[src/hw/spc_defs.svh]
// offsets, field positions, reset values and clock divider counts
// assumes a word-per-register plain port with a byte-wide data path
`ifndef SPC_DEFS_SVH
`define SPC_DEFS_SVH

// register offsets on the plain port
`define SPC_OFS_CONTROL_ONE   3'h0
`define SPC_OFS_BUFFER        3'h1
`define SPC_OFS_BAUD          3'h2
`define SPC_OFS_STATUS        3'h3
`define SPC_OFS_IRQ_STATUS    3'h4
`define SPC_OFS_IRQ_MASK      3'h5

// control_one field positions
`define SPC_BIT_WRITE_COLLISION_FLAG          7
`define SPC_BIT_OVF           6
`define SPC_BIT_EN            5
`define SPC_BIT_CKP           4

// interrupt status bit positions
`define SPC_IRQ_DONE          0
`define SPC_IRQ_OVF           1
`define SPC_IRQ_WRITE_COLLISION_FLAG          2

// reset values
`define SPC_RST_CONTROL_ONE   8'h00
`define SPC_RST_BAUD          8'h00
`define SPC_RST_MASK          8'h00

// half-period of the master clock in system clocks
`define SPC_HALF_DIV4         10'h002
`define SPC_HALF_DIV16        10'h008
`define SPC_HALF_DIV64        10'h020

// pin slots in the pin bundle
`define SPC_PIN_CLK           0
`define SPC_PIN_OUT           1
`define SPC_PIN_IN            2
`define SPC_PIN_SEL           3

`endif

[src/hw/spc_pkg.sv]
// types shared by the serial port control block
// assumes the offsets and fields come from spc_defs.svh
package spc_pkg;

  // port_mode_field encodings
  typedef enum logic [3:0] {
    SPC_SPI_M_DIV4   = 4'h0,
    SPC_SPI_M_DIV16  = 4'h1,
    SPC_SPI_M_DIV64  = 4'h2,
    SPC_SPI_M_TMR    = 4'h3,
    SPC_SPI_S_SEL    = 4'h4,
    SPC_SPI_S_NOSEL  = 4'h5,
    SPC_I2C_S_7      = 4'h6,
    SPC_I2C_S_10     = 4'h7,
    SPC_I2C_M_BAUD   = 4'h8,
    SPC_RSV_9        = 4'h9,
    SPC_SPI_M_BAUD   = 4'hA,
    SPC_I2C_M_FW     = 4'hB,
    SPC_RSV_C        = 4'hC,
    SPC_RSV_D        = 4'hD,
    SPC_I2C_S_7_SP   = 4'hE,
    SPC_I2C_S_10_SP  = 4'hF
  } spc_mode_t;

  // one register-port request
  typedef struct packed {
    logic [2:0] addr;
    logic [7:0] wdata;
    logic       wr;
    logic       rd;
  } spc_req_t;

  // four pins: clock, data out, data in / two-wire data, select
  typedef struct packed {
    logic [3:0] out;
    logic [3:0] oe;
  } spc_pin_drv_t;

  // spi shift engine states
  typedef enum logic [1:0] {
    SPC_IDLE = 2'b01,
    SPC_RUN  = 2'b10
  } spc_state_t;

endpackage

[src/hw/spc_port.sv]
// serial port control block: control register, spi engine, pin takeover
// assumes one 20 mhz clock, pins arrive unsynchronised from the pads
//
// Chosen here: the register addresses and the strobed register port.
`timescale 1ns/1ns
`include "spc_defs.svh"

module spc_port (
  input  wire logic              clock,
  input  wire logic              rst_n,
  input  wire spc_pkg::spc_req_t req,
  output logic [7:0]             rdata,
  output logic                   irq,
  input  wire logic [3:0]        pin_in,
  output spc_pkg::spc_pin_drv_t  pin_drv,
  input  wire spc_pkg::spc_pin_drv_t gpio_drv,
  output logic [3:0]             gpio_in
);
  import spc_pkg::*;

  // software-visible state
  logic [7:0]  ctrl;          // serial_port_control_one
  logic [7:0]  rx_buf;        // transfer_buffer read side
  logic        buf_full;      // unread byte waiting
  logic [7:0]  baud;          // baud_divider_register
  logic [7:0]  irq_stat;      // sticky events
  logic [7:0]  irq_mask;      // same layout as irq_stat
  // engine state
  spc_state_t  state;
  logic [7:0]  shreg;         // shift_register
  logic        samp;          // bit caught on leading edge
  logic [3:0]  edges;         // clock edges seen in a byte
  logic [9:0]  div_cnt;       // master half-period counter
  logic        sck_m;         // master clock level
  // two-flop synchronisers for the pads
  logic [3:0]  pin_s1;
  logic [3:0]  pin_s2;
  logic        sck_prev;      // last synced clock, slave edges

  // field decode
  wire         en        = ctrl[`SPC_BIT_EN];
  wire         clock_polarity_bit       = ctrl[`SPC_BIT_CKP];
  wire         ovf       = ctrl[`SPC_BIT_OVF];
  wire [3:0]   mode      = ctrl[3:0];
  wire         spi_mst   = (mode == SPC_SPI_M_DIV4) ||
                           (mode == SPC_SPI_M_DIV16) ||
                           (mode == SPC_SPI_M_DIV64) ||
                           (mode == SPC_SPI_M_TMR) ||
                           (mode == SPC_SPI_M_BAUD);
  wire         spi_slv   = (mode == SPC_SPI_S_SEL) ||
                           (mode == SPC_SPI_S_NOSEL);
  wire         i2c_slv   = (mode == SPC_I2C_S_7) ||
                           (mode == SPC_I2C_S_10) ||
                           (mode == SPC_I2C_S_7_SP) ||
                           (mode == SPC_I2C_S_10_SP);
  wire         i2c_mst   = (mode == SPC_I2C_M_BAUD) ||
                           (mode == SPC_I2C_M_FW);
  wire         spi_on    = en && (spi_mst || spi_slv);
  wire         i2c_on    = en && (i2c_slv || i2c_mst);
  // select pin only gates the slave in mode 0100
  wire         use_sel   = (mode == SPC_SPI_S_SEL);
  wire         sel_n     = pin_s2[`SPC_PIN_SEL];
  wire         slv_act   = spi_on && spi_slv && !(use_sel && sel_n);

  // master half period from mode; timer source not present
  // so the timer-driven mode falls back to the fastest rate
  wire [9:0]   baud_half = {1'b0, baud, 1'b0} + 10'h002;
  wire [9:0]   half      = (mode == SPC_SPI_M_DIV16) ? `SPC_HALF_DIV16 :
                           (mode == SPC_SPI_M_DIV64) ? `SPC_HALF_DIV64 :
                           (mode == SPC_SPI_M_BAUD)  ? baud_half :
                           `SPC_HALF_DIV4;

  // register port decode
  wire         hit_ctrl  = (req.addr == `SPC_OFS_CONTROL_ONE);
  wire         hit_buf   = (req.addr == `SPC_OFS_BUFFER);
  wire         hit_baud  = (req.addr == `SPC_OFS_BAUD);
  wire         hit_stat  = (req.addr == `SPC_OFS_STATUS);
  wire         hit_istat = (req.addr == `SPC_OFS_IRQ_STATUS);
  wire         hit_mask  = (req.addr == `SPC_OFS_IRQ_MASK);
  wire         buf_wr    = req.wr && hit_buf;
  wire         buf_rd    = req.rd && hit_buf;

  // edges of the clock the engine runs on
  wire         m_tick    = (state == SPC_RUN) && spi_mst &&
                           (div_cnt == half - 10'h001);
  wire         sck_s     = pin_s2[`SPC_PIN_CLK];
  wire         s_edge    = slv_act && (sck_s != sck_prev);
  wire         any_edge  = m_tick || s_edge;
  // leading edge moves the clock away from its idle level
  wire         lead      = m_tick ? (sck_m == clock_polarity_bit) : (sck_prev == clock_polarity_bit);
  wire         byte_done = any_edge && !lead && (edges == 4'hF);
  // a slave byte is dropped while overflow stands or the buffer is full
  wire         drop      = spi_slv && (buf_full || ovf);
  wire         set_ovf   = byte_done && spi_slv && buf_full;
  wire         busy      = (state == SPC_RUN) ||
                           (slv_act && (edges != 4'h0));
  wire         set_write_collision_flag  = buf_wr && busy;

  // next control value: set by hardware wins over software clear
  logic [7:0]  next_ctrl;
  always_comb begin
    next_ctrl = ctrl;
    if (req.wr && hit_ctrl) begin
      // flags only clear by software, never set
      next_ctrl = {req.wdata[7] & ctrl[7], req.wdata[6] & ctrl[6],
                   req.wdata[5:0]};
    end
    if (set_write_collision_flag) begin
      next_ctrl[`SPC_BIT_WRITE_COLLISION_FLAG] = 1'b1;
    end
    if (set_ovf) begin
      next_ctrl[`SPC_BIT_OVF] = 1'b1;
    end
  end

  // interrupt events and read-to-clear; a new event wins
  wire [7:0]   irq_evt   = {5'h00, set_write_collision_flag, set_ovf, byte_done};
  wire [7:0]   next_istat = ((req.rd && hit_istat) ? 8'h00 : irq_stat)
                            | irq_evt;

  // read mux, answered one cycle after the strobe
  wire [7:0]   rd_mux    = hit_ctrl  ? ctrl :
                           hit_buf   ? rx_buf :
                           hit_baud  ? baud :
                           hit_stat  ? {6'h00, busy, buf_full} :
                           hit_istat ? irq_stat :
                           hit_mask  ? irq_mask :
                           8'h00;

  // pad synchronisers, first stage feeds only the second
  always_ff @(posedge clock) begin
    if (!rst_n) begin
      pin_s1 <= 4'h0;
      pin_s2 <= 4'h0;
    end else begin
      pin_s1 <= pin_in;
      pin_s2 <= pin_s1;
    end
  end

  // register file
  always_ff @(posedge clock) begin
    if (!rst_n) begin
      ctrl     <= `SPC_RST_CONTROL_ONE;
      baud     <= `SPC_RST_BAUD;
      irq_mask <= `SPC_RST_MASK;
      irq_stat <= 8'h00;
      rdata    <= 8'h00;
    end else begin
      ctrl     <= next_ctrl;
      irq_stat <= next_istat;
      rdata    <= req.rd ? rd_mux : 8'h00;
      if (req.wr && hit_baud) begin
        baud <= req.wdata;
      end
      if (req.wr && hit_mask) begin
        irq_mask <= req.wdata;
      end
    end
  end

  // receive buffer; a completed byte beats a same-cycle read
  always_ff @(posedge clock) begin
    if (!rst_n) begin
      rx_buf   <= 8'h00;
      buf_full <= 1'b0;
    end else if (byte_done && !drop) begin
      // a slave byte needs a free buffer and overflow clear; a master byte always goes in
      rx_buf   <= {shreg[6:0], samp};
      buf_full <= 1'b1;
    end else if (buf_rd) begin
      buf_full <= 1'b0;
    end
  end

  // shift engine: master started by a buffer write, slave by edges
  always_ff @(posedge clock) begin
    if (!rst_n) begin
      state    <= SPC_IDLE;
      shreg    <= 8'h00;
      samp     <= 1'b0;
      edges    <= 4'h0;
      div_cnt  <= 10'h000;
      sck_m    <= 1'b0;
      sck_prev <= 1'b0;
    end else begin
      sck_prev <= sck_s;
      case (state)
        SPC_IDLE: begin
          sck_m   <= clock_polarity_bit;
          div_cnt <= 10'h000;
          if (buf_wr && !busy) begin
            shreg <= req.wdata;
            edges <= 4'h0;
            // a write in master mode starts a byte
            if (spi_on && spi_mst) begin
              state <= SPC_RUN;
            end
          end
        end
        SPC_RUN: begin
          div_cnt <= m_tick ? 10'h000 : div_cnt + 10'h001;
          if (m_tick) begin
            sck_m <= ~sck_m;
          end
          if (!spi_on || !spi_mst || byte_done) begin
            state <= SPC_IDLE;
          end
        end
        default: begin
          state <= SPC_IDLE;
        end
      endcase
      // common edge handling for both roles
      if (any_edge) begin
        edges <= edges + 4'h1;
        if (lead) begin
          samp <= pin_s2[`SPC_PIN_IN];
        end else begin
          shreg <= {shreg[6:0], samp};
        end
      end else if (!slv_act && spi_slv) begin
        // deselected slave restarts its byte count
        edges <= 4'h0;
      end
    end
  end

  // port-side pin drive
  spc_pin_drv_t port_drv;
  always_comb begin
    port_drv = '0;
    if (spi_on) begin
      // spi owns clock, out, in and select
      port_drv.out[`SPC_PIN_CLK] = spi_mst ? sck_m : 1'b0;
      port_drv.oe[`SPC_PIN_CLK]  = spi_mst;
      port_drv.out[`SPC_PIN_OUT] = shreg[7];
      port_drv.oe[`SPC_PIN_OUT]  = spi_mst || slv_act;
    end else if (i2c_on) begin
      // two-wire pins, open drain, low when driven
      // slave holds clock low while polarity is zero
      // master role never looks at polarity
      port_drv.oe[`SPC_PIN_CLK]  = i2c_slv && !clock_polarity_bit;
    end
  end

  // disabled port gives every pin back to gpio
  // enabled spi takes all four pins
  // enabled i2c takes clock and data pins only
  wire [3:0]   own       = spi_on ? 4'hF :
                           i2c_on ? 4'h5 : 4'h0;
  assign pin_drv.out = (port_drv.out & own) | (gpio_drv.out & ~own);
  assign pin_drv.oe  = (port_drv.oe  & own) | (gpio_drv.oe  & ~own);
  assign gpio_in     = pin_s2;

  // level interrupt from unmasked sticky events
  assign irq = |(irq_stat & irq_mask);

endmodule

[config.mk]
export PLATFORM = sky130hd
export DESIGN_NAME = spc_port
export DESIGN_NICKNAME = d
export VERILOG_FILES = /design/src/hw/spc_pkg.sv /design/src/hw/spc_port.sv
export VERILOG_INCLUDE_DIRS = /design/src /design/src/hw
export SDC_FILE = /design/constraint.sdc
export NUM_CORES = 1
export LEC_CHECK = 0
export ABC_AREA = 0
export BUFFER_PORTS_ARGS = -buffer_cell sky130_fd_sc_hd__buf_4
export CORE_UTILIZATION = 25
export CTS_BUF_LIST = sky130_fd_sc_hd__clkbuf_2
export DETAILED_ROUTE_END_ITERATION = 8
export GPL_ROUTABILITY_DRIVEN = 0
export SETUP_SLACK_MARGIN = 0.15
export SLEW_MARGIN = 20
export SYNTH_ARGS = -nofsm -noshare
export SYNTH_HDL_FRONTEND = slang
export SYNTH_SLANG_ARGS = --single-unit
[constraint.sdc]
create_clock -name clock -period 4 [get_ports clock]
set_clock_uncertainty 0.1 [all_clocks]
set_input_delay 1.2 -clock clock [delete_from_list [all_inputs] [get_ports clock]]
set_output_delay 1.2 -clock clock [all_outputs]
set_load 0.01 [all_outputs]
==> out/results.tsv, run 1 <==
metric	value	unit
clock latency on the worst-skew pair	570	ps
hold path start	pin_s1[3]	
Via density	5.02	
crit-path max FO	17	
hold-fix buffer count after cts	0	
grt ovf	0	
die height	134	um
clk slew on worst S/H paths	220	ps
# rows	48	
Tcrit/Tclk final	89.3	%
Yosys cell types	64	
final hold vios	0	
hpwl dp	9000	um
layout cells sized above 1	15.8	%
core box area	17200	um2
sequential area share after synthesis	36.1	%
most frequent cells in the layout	dfxtp_1 (78), buf_4 (62), nand2_1 (61)	
Lkg Pwr	2.01	nW
RSZ-0062 raised after global routing	no	
reg2reg setup slack	430	ps
Required @ worst endpoint	4390	ps
flops & latches, synth	79	
Rel. slew slack	55.6	%
first-pass GRT wire length	19100	um
Port Buffers	47	
cells along the critical path	and4_1 -> a21boi_0 -> nor4b_1 -> o21ai_0 -> a211o_1 -> a311oi_2 -> buf_4 -> nor2_2 -> or3_1 -> a31oi_1	
Ant. Diodes	0	
fin worst setup slack	426	ps
Total Nets Final	613	
CTS Sinks	79	
CP max stage cell	dfxtp_1	
Power Density	267	nW/um2
VDD IR max	0.121	mV
Setup Fix Bufs, Post-CTS	0	
first drt pass iteration count	5	
cells after synthesis	541	
Max Freq	0.280	GHz
Routed wire per std cell	14.9	um
cts bufs inserted	9	
critical path endpoint category	flip-flop	
EDFF count, synth	0	
status	finished, final reports clean	
CTS Buffer Depth	2	
Top FF cell, synth	dfxtp_1	
Mapped Area	4380	um2
yosys warns	0	
gr usage total	13.5	%
TNS Setup	0	ps
DIE AREA	18000	um2
Hold EP	gpio_in[3]	
Worst R2R Path Depth	10	
Setup crit start kind	flip-flop	
Area growth syn-to-layout	16.3	%
asr flop ratio synth	0	%
DRT antenna net count	0	
Max Slew Vio Count	0	
Worst Path Buf+Inv	1	
Post-Place Cell Area	4980	um2
initial drt markers	227	
commonest non-fill, non-tap cell in the layout	dfxtp_1	
dpl ws	401	ps
number of global-route vias before repair	3560	
Crit path largest cell delay	720	ps
CTS tree	done	
worst hold-check path type	reg2reg	
largest net degree at the start of global routing	43	
min Tclk post-route	3570	ps
die width	134	um
vias post-DR	4063	
Resized cells post-CTS	1	
Boundary Pins	48	
Detailed Route WL	12100	um
Final Setup Violations	0	
CP delay by family, top	compound AO/OA/AOI/OAI gates	
DRC Markers	0	
Mapped Nets	575	
r2r startpoint	baud[3]	
RR Endpoint	edges[3]	
initial antenna violation count	0	
Initial Utilization	25.5	%
Worst EP arrival	3960	ps
Worst-Margin Slew	664	ps
design area	5090	um2
maximum level of the CTS H-tree	3	
mean post-synth cell area	8.09	um2
Max Cap Violations	0	
Crit Path Class	reg2reg	
hold path depth	1	
CTS root buffer	clkbuf_2	
report_power, final:
group,internal (mW),leakage (nW),total [mW],switching (mW)
clock,0.0905,0.0674,0.403,0.312
combinational,0.0622,1.31,0.143,0.0804
sequential,0.803,0.640,0.816,0.0125
registers in the layout, indices dropped and copies added, names as in the netlist:
register  count
gpio_in       4
irq_mask      8
irq_stat      3
pin_s1        4
rx_buf        8
shreg         8
samp          1
edges         4
ctrl          8
sck_prev      1
state         2
rdata         8
div_cnt      10
sck_m         1
buf_full      1
baud          8
cell type report:
cell class | instances | area, um2
Clock buffer | 9 | 45.0
Clock inverter | 7 | 53.8
Fill cell | 1895 | 12100
Multi-Input combinational cell | 414 | 2610
Sequential cell | 79 | 1580
Inverter | 13 | 48.8
Tap cell | 225 | 282
Timing Repair Buffer | 62 | 465
synthesized netlist by cell type (2+ instances only):
| cell type | instances | share of area [%] |
|---|---|---|
| dfxtp_1 | 79 | 36 |
| nand2_1 | 61 | 5.2 |
| nor2_1 | 49 | 4.2 |
| a21oi_1 | 46 | 5.3 |
| clkbuf_1 | 29 | 2.5 |
| mux2i_1 | 26 | 5.9 |
| nand3_1 | 22 | 2.5 |
| o21ai_0 | 22 | 2.5 |
| and2_1 | 17 | 2.4 |
| nor3_1 | 13 | 1.5 |
| inv_1 | 11 | 0.94 |
| nand2b_1 | 10 | 1.4 |
| a31oi_1 | 9 | 1.3 |
| o311a_1 | 8 | 1.8 |
| a211oi_1 | 7 | 1.2 |
| and3_1 | 7 | 1.0 |
| ha_1 | 7 | 2.0 |
| nand4_1 | 7 | 1.0 |
| o21a_1 | 7 | 1.2 |
| xnor2_1 | 7 | 1.4 |
| xor2_1 | 7 | 1.4 |
| o211ai_1 | 6 | 1.0 |
| a22o_1 | 5 | 1.0 |
| mux2_2 | 5 | 1.3 |
| a22oi_1 | 4 | 0.69 |
| buf_2 | 4 | 0.46 |
| nor2b_1 | 4 | 0.57 |
| nor4b_1 | 4 | 0.80 |
| a211o_1 | 3 | 0.60 |
| a21o_1 | 3 | 0.51 |
| nand3b_1 | 3 | 0.51 |
| nor3b_1 | 3 | 0.51 |
| nor4_1 | 3 | 0.43 |
| or3_1 | 3 | 0.43 |
| a21boi_0 | 2 | 0.34 |
| a221oi_1 | 2 | 0.40 |
| a31o_2 | 2 | 0.40 |
| a32oi_1 | 2 | 0.40 |
| clkinv_1 | 2 | 0.17 |
| nand4b_1 | 2 | 0.40 |
| nor4bb_1 | 2 | 0.46 |
| o22a_1 | 2 | 0.40 |
| o22ai_1 | 2 | 0.29 |
| or4b_1 | 2 | 0.46 |
metrics by stage:
| step | util, % | hold slack [ps] | power, mW | cells |
|---|---|---|---|---|
| floorplan | - | 312 | 0.909 | 541 |
| global placement | 29.0 | 313 | 0.972 | 793 |
| detailed placement | 29.0 | 320 | 0.972 | 793 |
| CTS | 29.6 | 366 | 1.38 | 809 |
| global route | 29.6 | 375 | 1.43 | 809 |
| finish | 29.6 | 359 | 1.36 | 809 |
per-layer routing:
metal  up-vias  global-route usage, %  wire length [um]
li1       2038                      -                 -
met1      1927                   17.3              5490
met2        86                   22.7              5920
met3        12                   2.68               516
met4         0                   4.31               152
met5         -                      0                 0
kinds of logic after synthesis:
family	after synthesis	synth area share [%]
and+or+nand+nor	219	25.5
DFF	79	36.1
buffers and inverters	48	4.32
muxes	31	7.23
xor gates and xnor gates	15	3.34
adders and majority gates	7	2.00
AOI/OAI and AO/OA	142	21.5
worst max path at each step:
stage / cells after the start / start / end
global route: 10 / baud[3] / edges[3]
detailed placement: 13 / ctrl[0] / edges[3]
global placement: 13 / ctrl[0] / edges[3]
CTS: 5 / ctrl[0] / pin_drv[5]
floorplan: 11 / baud[0] / shreg[6]
finish: 10 / baud[3] / edges[3]
Note: power is estimated with default switching activity, not from simulation.
==> inputs of run 2 (changes only) <==
--- a/config.mk
+++ b/config.mk
@@ -7,8 +7,8 @@
 export NUM_CORES = 1
 export LEC_CHECK = 0
 export ABC_AREA = 0
-export BUFFER_PORTS_ARGS = -buffer_cell sky130_fd_sc_hd__buf_4
-export CORE_UTILIZATION = 25
+export BUFFER_PORTS_ARGS = -buffer_cell sky130_fd_sc_hd__clkbuf_2
+export CORE_UTILIZATION = 40
 export CTS_BUF_LIST = sky130_fd_sc_hd__clkbuf_2
 export DETAILED_ROUTE_END_ITERATION = 8
 export GPL_ROUTABILITY_DRIVEN = 0
==> constraint.sdc (replaced) <==
create_clock -name clock -period 4 [get_ports clock]
set_clock_uncertainty 0.1 [all_clocks]
set_input_delay 0 -clock clock [delete_from_list [all_inputs] [get_ports clock]]
set_output_delay 0 -clock clock [all_outputs]
set_load 0.01 [all_outputs]
==> run 2 against run 1 <==
  * Critical path depth grew 1
  * Non-clock buffer count up 28
  * Sequential power about the same
  * Hold slack worse by 170 ps
  * Sequential cell count is the same
  * Global-route usage grew 8.8 points
  * Total power up 2.2%
  * Maximum frequency down 1.4%
  * Cell count fell by 7.7%
  * Die area decreased by 37%
  * Final area increased by 1.5%
  * Via count grew 3.7%
  * Critical path type unchanged
  * Largest power group unchanged
==> out/results.tsv, run 2 (synthesis gave the netlist of run 1 again) <==
metric	value	unit	change
final core occ	49.4	%	was 29.6%
Setup Fix Bufs, Post-CTS	0		unchanged
RSZ-0062 raised after global routing	no		unchanged
first-pass GRT wire length	19900	um	was 19100 um
Lkg Pwr	2.09	nW	was 2.01 nW
clk slew on worst S/H paths	210	ps	was 220 ps
status	finished, final reports clean		unchanged
Crit path largest cell delay	670	ps	was 720 ps
first drt pass iteration count	5		unchanged
Detailed Route WL	12000	um	was 12100 um
Final Setup Violations	0		unchanged
CTS Sinks	79		unchanged
TNS Setup	0	ps	unchanged
hold path depth	3		was 1
hpwl dp	8580	um	was 9000 um
DIE AREA	11400	um2	was 18000 um2
Port Buffers	47		unchanged
clock latency on the worst-skew pair	550	ps	was 570 ps
most used cell, CP	buf_4		
Boundary Pins	48		unchanged
Power Density	269	nW/um2	was 267 nW/um2
die width	107	um	was 134 um
final hold vios	0		unchanged
vias post-DR	4212		was 4063
Hold EP	pin_drv[2]		was gpio_in[3]
gr usage total	22.3	%	was 13.5%
CTS tree	done		unchanged
Required @ worst endpoint	4380	ps	was 4390 ps
Worst-Margin Slew	782	ps	was 664 ps
DRC Markers	0		unchanged
CTS Buffer Depth	2		unchanged
r2r startpoint	baud[2]		was baud[3]
worst hold-check path type	in2out		was reg2reg
CP max stage cell	dfxtp_1		unchanged
CP startpoint	baud[2]		was baud[3]
Max Cap Violations	0		unchanged
Multi-input gate area	2620	um2	was 2610 um2
cts bufs inserted	9		unchanged
Cell Count, Final, Fillers Out	747		was 809
maximum level of the CTS H-tree	3		unchanged
CTS root buffer	clkbuf_2		unchanged
Rel. slew slack	47.1	%	was 55.6%
number of global-route vias before repair	3970		was 3560
# rows	37		was 48
critical path endpoint category	flip-flop		unchanged
Max Freq	0.276	GHz	was 0.280 GHz
Area growth syn-to-layout	18.0	%	was 16.3%
met2 Use GR	36.6	%	was 22.7%
core box area	10500	um2	was 17200 um2
RR Endpoint	shreg[4]		was edges[3]
most frequent cells in the layout	dfxtp_1 (78), nand2_1 (61), clkbuf_2 (56)		was dfxtp_1 (78), buf_4 (62), nand2_1 (61)
Crit Path Class	reg2reg		unchanged
Routed wire per std cell	16.0	um	was 14.9 um
initial antenna violation count	0		unchanged
Ant. Diodes	0		unchanged
cells along the critical path	nand3_1 -> or4_1 -> a21o_1 -> a211o_1 -> o22a_1 -> a311oi_2 -> buf_4 -> a211oi_1 -> buf_4 -> o21ai_0 -> o311a_1		was and4_1 -> a21boi_0 -> nor4b_1 -> o21ai_0 -> a211o_1 -> a311oi_2 -> buf_4 -> nor2_2 -> or3_1 -> a31oi_1
Worst R2R Path Depth	11		was 10
Initial Utilization	41.8	%	was 25.5%
Total Nets Final	641		was 613
commonest non-fill, non-tap cell in the layout	dfxtp_1		unchanged
min Tclk post-route	3620	ps	was 3570 ps
Tcrit/Tclk final	90.6	%	was 89.3%
max FFs per register	10		unchanged
Post-Place Cell Area	4730	um2	was 4980 um2
hold path start	gpio_drv[2]		was pin_s1[3]
crit-path max FO	16		was 17
Worst EP arrival	4010	ps	was 3960 ps
largest net degree at the start of global routing	43		unchanged
initial drt markers	331		was 227
VDD IR max	0.158	mV	was 0.121 mV
Fill cells	1061		was 1895
Max Slew Vio Count	0		unchanged
grt met3 use	3.40	%	was 2.68%
register area	1580	um2	unchanged
layout cells sized above 1	14.4	%	was 15.8%
placed insts	700		was 793
design area	5170	um2	was 5090 um2
Top Usage Layer GRT	met2		unchanged
reg2reg setup slack	380	ps	was 430 ps
Largest Register	div_cnt		unchanged
grt ovf	0		unchanged
Via density	5.64		was 5.02
die height	107	um	was 134 um
met1 GRT Util	28.9	%	was 17.3%
DRT antenna net count	0		unchanged
Setup crit start kind	flip-flop		unchanged
## run 2: worst max path at each step
stage	to	slack [ps]
final	shreg[4]	380
after global routing	shreg[4]	160
after CTS	shreg[4]	380
after detailed placement	rx_buf[0]	440
after global placement	rx_buf[3]	460
after floorplan	shreg[6]	720
## run 2: repair_timing
action	in CTS	in global routing
setup endpoints to repair	0	12
gates resized for setup	0	4
hold endpoints to repair	57	0
hold buffers	32	0
## run 2: through the flow
stage | power [mW] | setup slack, ps | hold slack (ps)
3_3_place_gp | 0.956 | 458 | 107
2_1_floorplan | 0.909 | 717 | 15.1
3_5_place_dp | 0.958 | 438 | 110
5_1_grt | 1.46 | 165 | 194
6_report | 1.39 | 377 | 189
4_1_cts | 1.40 | 383 | 181
## run 2: critical path: cells and delay by family (launching register included)
family	cells	cell delay (ps)
buffers and inverters	2	440
flip-flops	1	670
AND/OR/NAND/NOR	2	880
AO/OA/AOI/OAI	7	1460
## run 2: power breakdown
part / total, mW / internal [mW] / switching (mW) / leakage (nW)
Clock: 0.427 / 0.139 / 0.288 / 0.0656
Combinational: 0.149 / 0.0663 / 0.0830 / 1.38
Sequential: 0.815 / 0.803 / 0.0128 / 0.640
## run 2: cell type report
| class | count | area share, % |
|---|---|---|
| Multi-Input combinational cell | 414 | 50.7 |
| Sequential cell | 79 | 30.6 |
| Inverter | 13 | 0.945 |
| Clock buffer | 9 | 0.872 |
| Timing Repair Buffer | 90 | 12.4 |
| Tap cell | 136 | 3.29 |
| Clock inverter | 6 | 1.16 |
## run 2: layer usage
metal,up-vias,wire [um]
li1,2101,-
met4,0,323
met2,109,5760
met5,-,0
met3,24,519
met1,1978,5360
==> inputs of run 3 (changes only) <==
--- a/config.mk
+++ b/config.mk
@@ -8,10 +8,11 @@
 export LEC_CHECK = 0
 export ABC_AREA = 0
 export BUFFER_PORTS_ARGS = -buffer_cell sky130_fd_sc_hd__clkbuf_2
-export CORE_UTILIZATION = 40
+export CORE_UTILIZATION = 50
 export CTS_BUF_LIST = sky130_fd_sc_hd__clkbuf_2
 export DETAILED_ROUTE_END_ITERATION = 8
 export GPL_ROUTABILITY_DRIVEN = 0
+export PLACE_DENSITY = 0.7
 export SETUP_SLACK_MARGIN = 0.15
 export SLEW_MARGIN = 20
 export SYNTH_ARGS = -nofsm -noshare
==> run 3 against run 2 <==
  * First-iteration DRC count fell by 7.9%
  * Clock power rose by 3%
  * Die area fell by 20%
  * Largest power group unchanged
  * Critical path depth fell by 1
  * Critical path type unchanged
  * Sequential cell count did not move
==> out/results.tsv, run 3 (synthesis gave the netlist of run 1 again) <==
metric	value	unit	change
Required @ worst endpoint	4320	ps	was 4380 ps
DIE AREA	9130	um2	was 11400 um2
Routed wire per std cell	16.5	um	was 16.0 um
r2r startpoint	baud[3]		was baud[2]
first drt pass iteration count	5		unchanged
die height	95.6	um	was 107 um
Boundary Pins	48		unchanged
Max Slew Vio Count	0		unchanged
cts bufs inserted	9		unchanged
CTS root buffer	clkbuf_2		unchanged
first-pass GRT wire length	18900	um	was 19900 um
Crit path largest cell delay	740	ps	was 670 ps
hold path depth	4		was 3
Hold EP	pin_drv[0]		was pin_drv[2]
Max Cap Violations	0		unchanged
Final Setup Violations	0		unchanged
Setup crit start kind	flip-flop		unchanged
Top Usage Layer GRT	met2		unchanged
Max Freq	0.277	GHz	was 0.276 GHz
Crit Path Class	reg2reg		unchanged
final hold vios	0		unchanged
CTS Buffer Depth	2		unchanged
# rows	33		was 37
core box area	8340	um2	was 10500 um2
Worst EP arrival	3940	ps	was 4010 ps
switching power total	388	uW	was 384 uW
Largest Register	div_cnt		unchanged
hold path start	gpio_drv[0]		was gpio_drv[2]
vias post-DR	4265		was 4212
Area growth syn-to-layout	18.4	%	was 18.0%
Port Buffers	47		unchanged
RR Endpoint	shreg[7]		was shreg[4]
initial drt markers	305		was 331
Worst R2R Path Depth	10		was 11
CTS Sinks	79		unchanged
largest net degree at the start of global routing	43		unchanged
sequential power share	57.9	%	was 58.6%
dpl ws	472	ps	was 438 ps
status	finished, final reports clean		unchanged
CP max stage cell	dfxtp_1		unchanged
met2 Use GR	42.8	%	was 36.6%
commonest non-fill, non-tap cell in the layout	dfxtp_1		unchanged
crit-path max FO	17		was 16
hpwl dp	8370	um	was 8580 um
RSZ-0062 raised after global routing	no		unchanged
cells along the critical path	nand3_1 -> or4_1 -> a21o_1 -> a211o_1 -> o22a_1 -> a311oi_2 -> buf_4 -> a211oi_1 -> buf_4 -> o311a_1		was nand3_1 -> or4_1 -> a21o_1 -> a211o_1 -> o22a_1 -> a311oi_2 -> buf_4 -> a211oi_1 -> buf_4 -> o21ai_0 -> o311a_1
Initial Utilization	52.5	%	was 41.8%
Detailed Route WL	11900	um	was 12000 um
Switching Share	27.5	%	was 27.6%
grt met3 use	6.46	%	was 3.40%
final hold slack	184	ps	was 189 ps
placed insts	670		was 700
min Tclk post-route	3620	ps	about the same
grt ovf	0		unchanged
DRC Markers	0		unchanged
clock latency on the worst-skew pair	530	ps	was 550 ps
Power Density	272	nW/um2	was 269 nW/um2
Ant. Diodes	0		unchanged
fin worst setup slack	385	ps	was 377 ps
most frequent cells in the layout	dfxtp_1 (78), nand2_1 (61), clkbuf_2 (57)		was dfxtp_1 (78), nand2_1 (61), clkbuf_2 (56)
Cell Count, Final, Fillers Out	723		was 747
worst hold-check path type	in2out		unchanged
final core occ	62.2	%	was 49.4%
gr usage total	27.1	%	was 22.3%
Total Nets Final	647		was 641
clk slew on worst S/H paths	230	ps	was 210 ps
initial antenna violation count	0		unchanged
Worst-Margin Slew	1150	ps	was 782 ps
critical path endpoint category	flip-flop		unchanged
die width	95.6	um	was 107 um
Rel. slew slack	23.5	%	was 47.1%
Tcrit/Tclk final	90.4	%	was 90.6%
reg2reg setup slack	380	ps	about the same
most used cell, CP	buf_4		unchanged
CTS tree	done		unchanged
Lkg Pwr	2.13	nW	was 2.09 nW
Logic pwr share	10.7	%	about the same
VDD IR max	0.274	mV	was 0.158 mV
Cell Int Power	1.02	mW	was 1.01 mW
Via density	5.90		was 5.64
number of global-route vias before repair	3850		was 3970
TNS Setup	0	ps	unchanged
maximum level of the CTS H-tree	3		unchanged
max FFs per register	10		unchanged
clock share of power	31.3	%	was 30.7%
layout cells sized above 1	14.1	%	was 14.4%
met1 GRT Util	35.6	%	was 28.9%
Setup Fix Bufs, Post-CTS	0		unchanged
DRT antenna net count	0		unchanged
==> run 3: how the worst max path moves through the flow <==
stage             from        end  slack, ps
2_1_floorplan  baud[0]   shreg[6]        720
3_3_place_gp   ctrl[2]  rx_buf[3]        520
3_5_place_dp   ctrl[2]  rx_buf[1]        470
4_1_cts        ctrl[0]   shreg[7]        430
5_1_grt        baud[3]   shreg[6]        150
6_report       baud[3]   shreg[7]        380
==> run 3: area by class of cell <==
type	instances	area [um2]
Clock buffer	10	50.0
Clock inverter	6	68.8
Fill cell	767	3160
Inverter	13	48.8
Multi-Input combinational cell	414	2610
Sequential cell	79	1580
Tap cell	105	131
Timing Repair Buffer	96	696
==> run 3: what timing repair did <==
item,4_1_cts,5_1_grt
endpoints found under the setup margin,0,2
hold endpoints to repair,57,0
resized for setup,0,1
hold buffers,37,0
==> run 3: stage by stage <==
| stage | cell area [um2] | total power [mW] |
|---|---|---|
| after CTS | 5180 | 1.42 |
| after floorplan | 4380 | 0.909 |
| after detailed placement | 4690 | 0.958 |
| final | 5180 | 1.41 |
| after global placement | 4690 | 0.956 |
| after global routing | 5180 | 1.47 |
==> run 3: routing by layer <==
metal	share of wire [%]	up-vias
li1	-	2107
met4	2.7	0
met3	6.1	22
met2	46	131
met5	0	-
met1	45	2005
==> run 3: critical path, delay by kind of cell (launching register included) <==
family / cells / cell delay [ps]
AO/OA/AOI/OAI: 6 / 1370
flip-flops: 1 / 740
AND/OR/NAND/NOR: 2 / 850
buffers and inverters: 2 / 440
==> run 3: power by group through the flow <==
stage	logic [mW]	registers, mW	clock network [mW]
after floorplan	0.0833	0.825	0
after global placement	0.126	0.830	0
after detailed placement	0.127	0.831	0
after CTS	0.148	0.816	0.452
after global routing	0.164	0.819	0.484
final	0.151	0.816	0.441
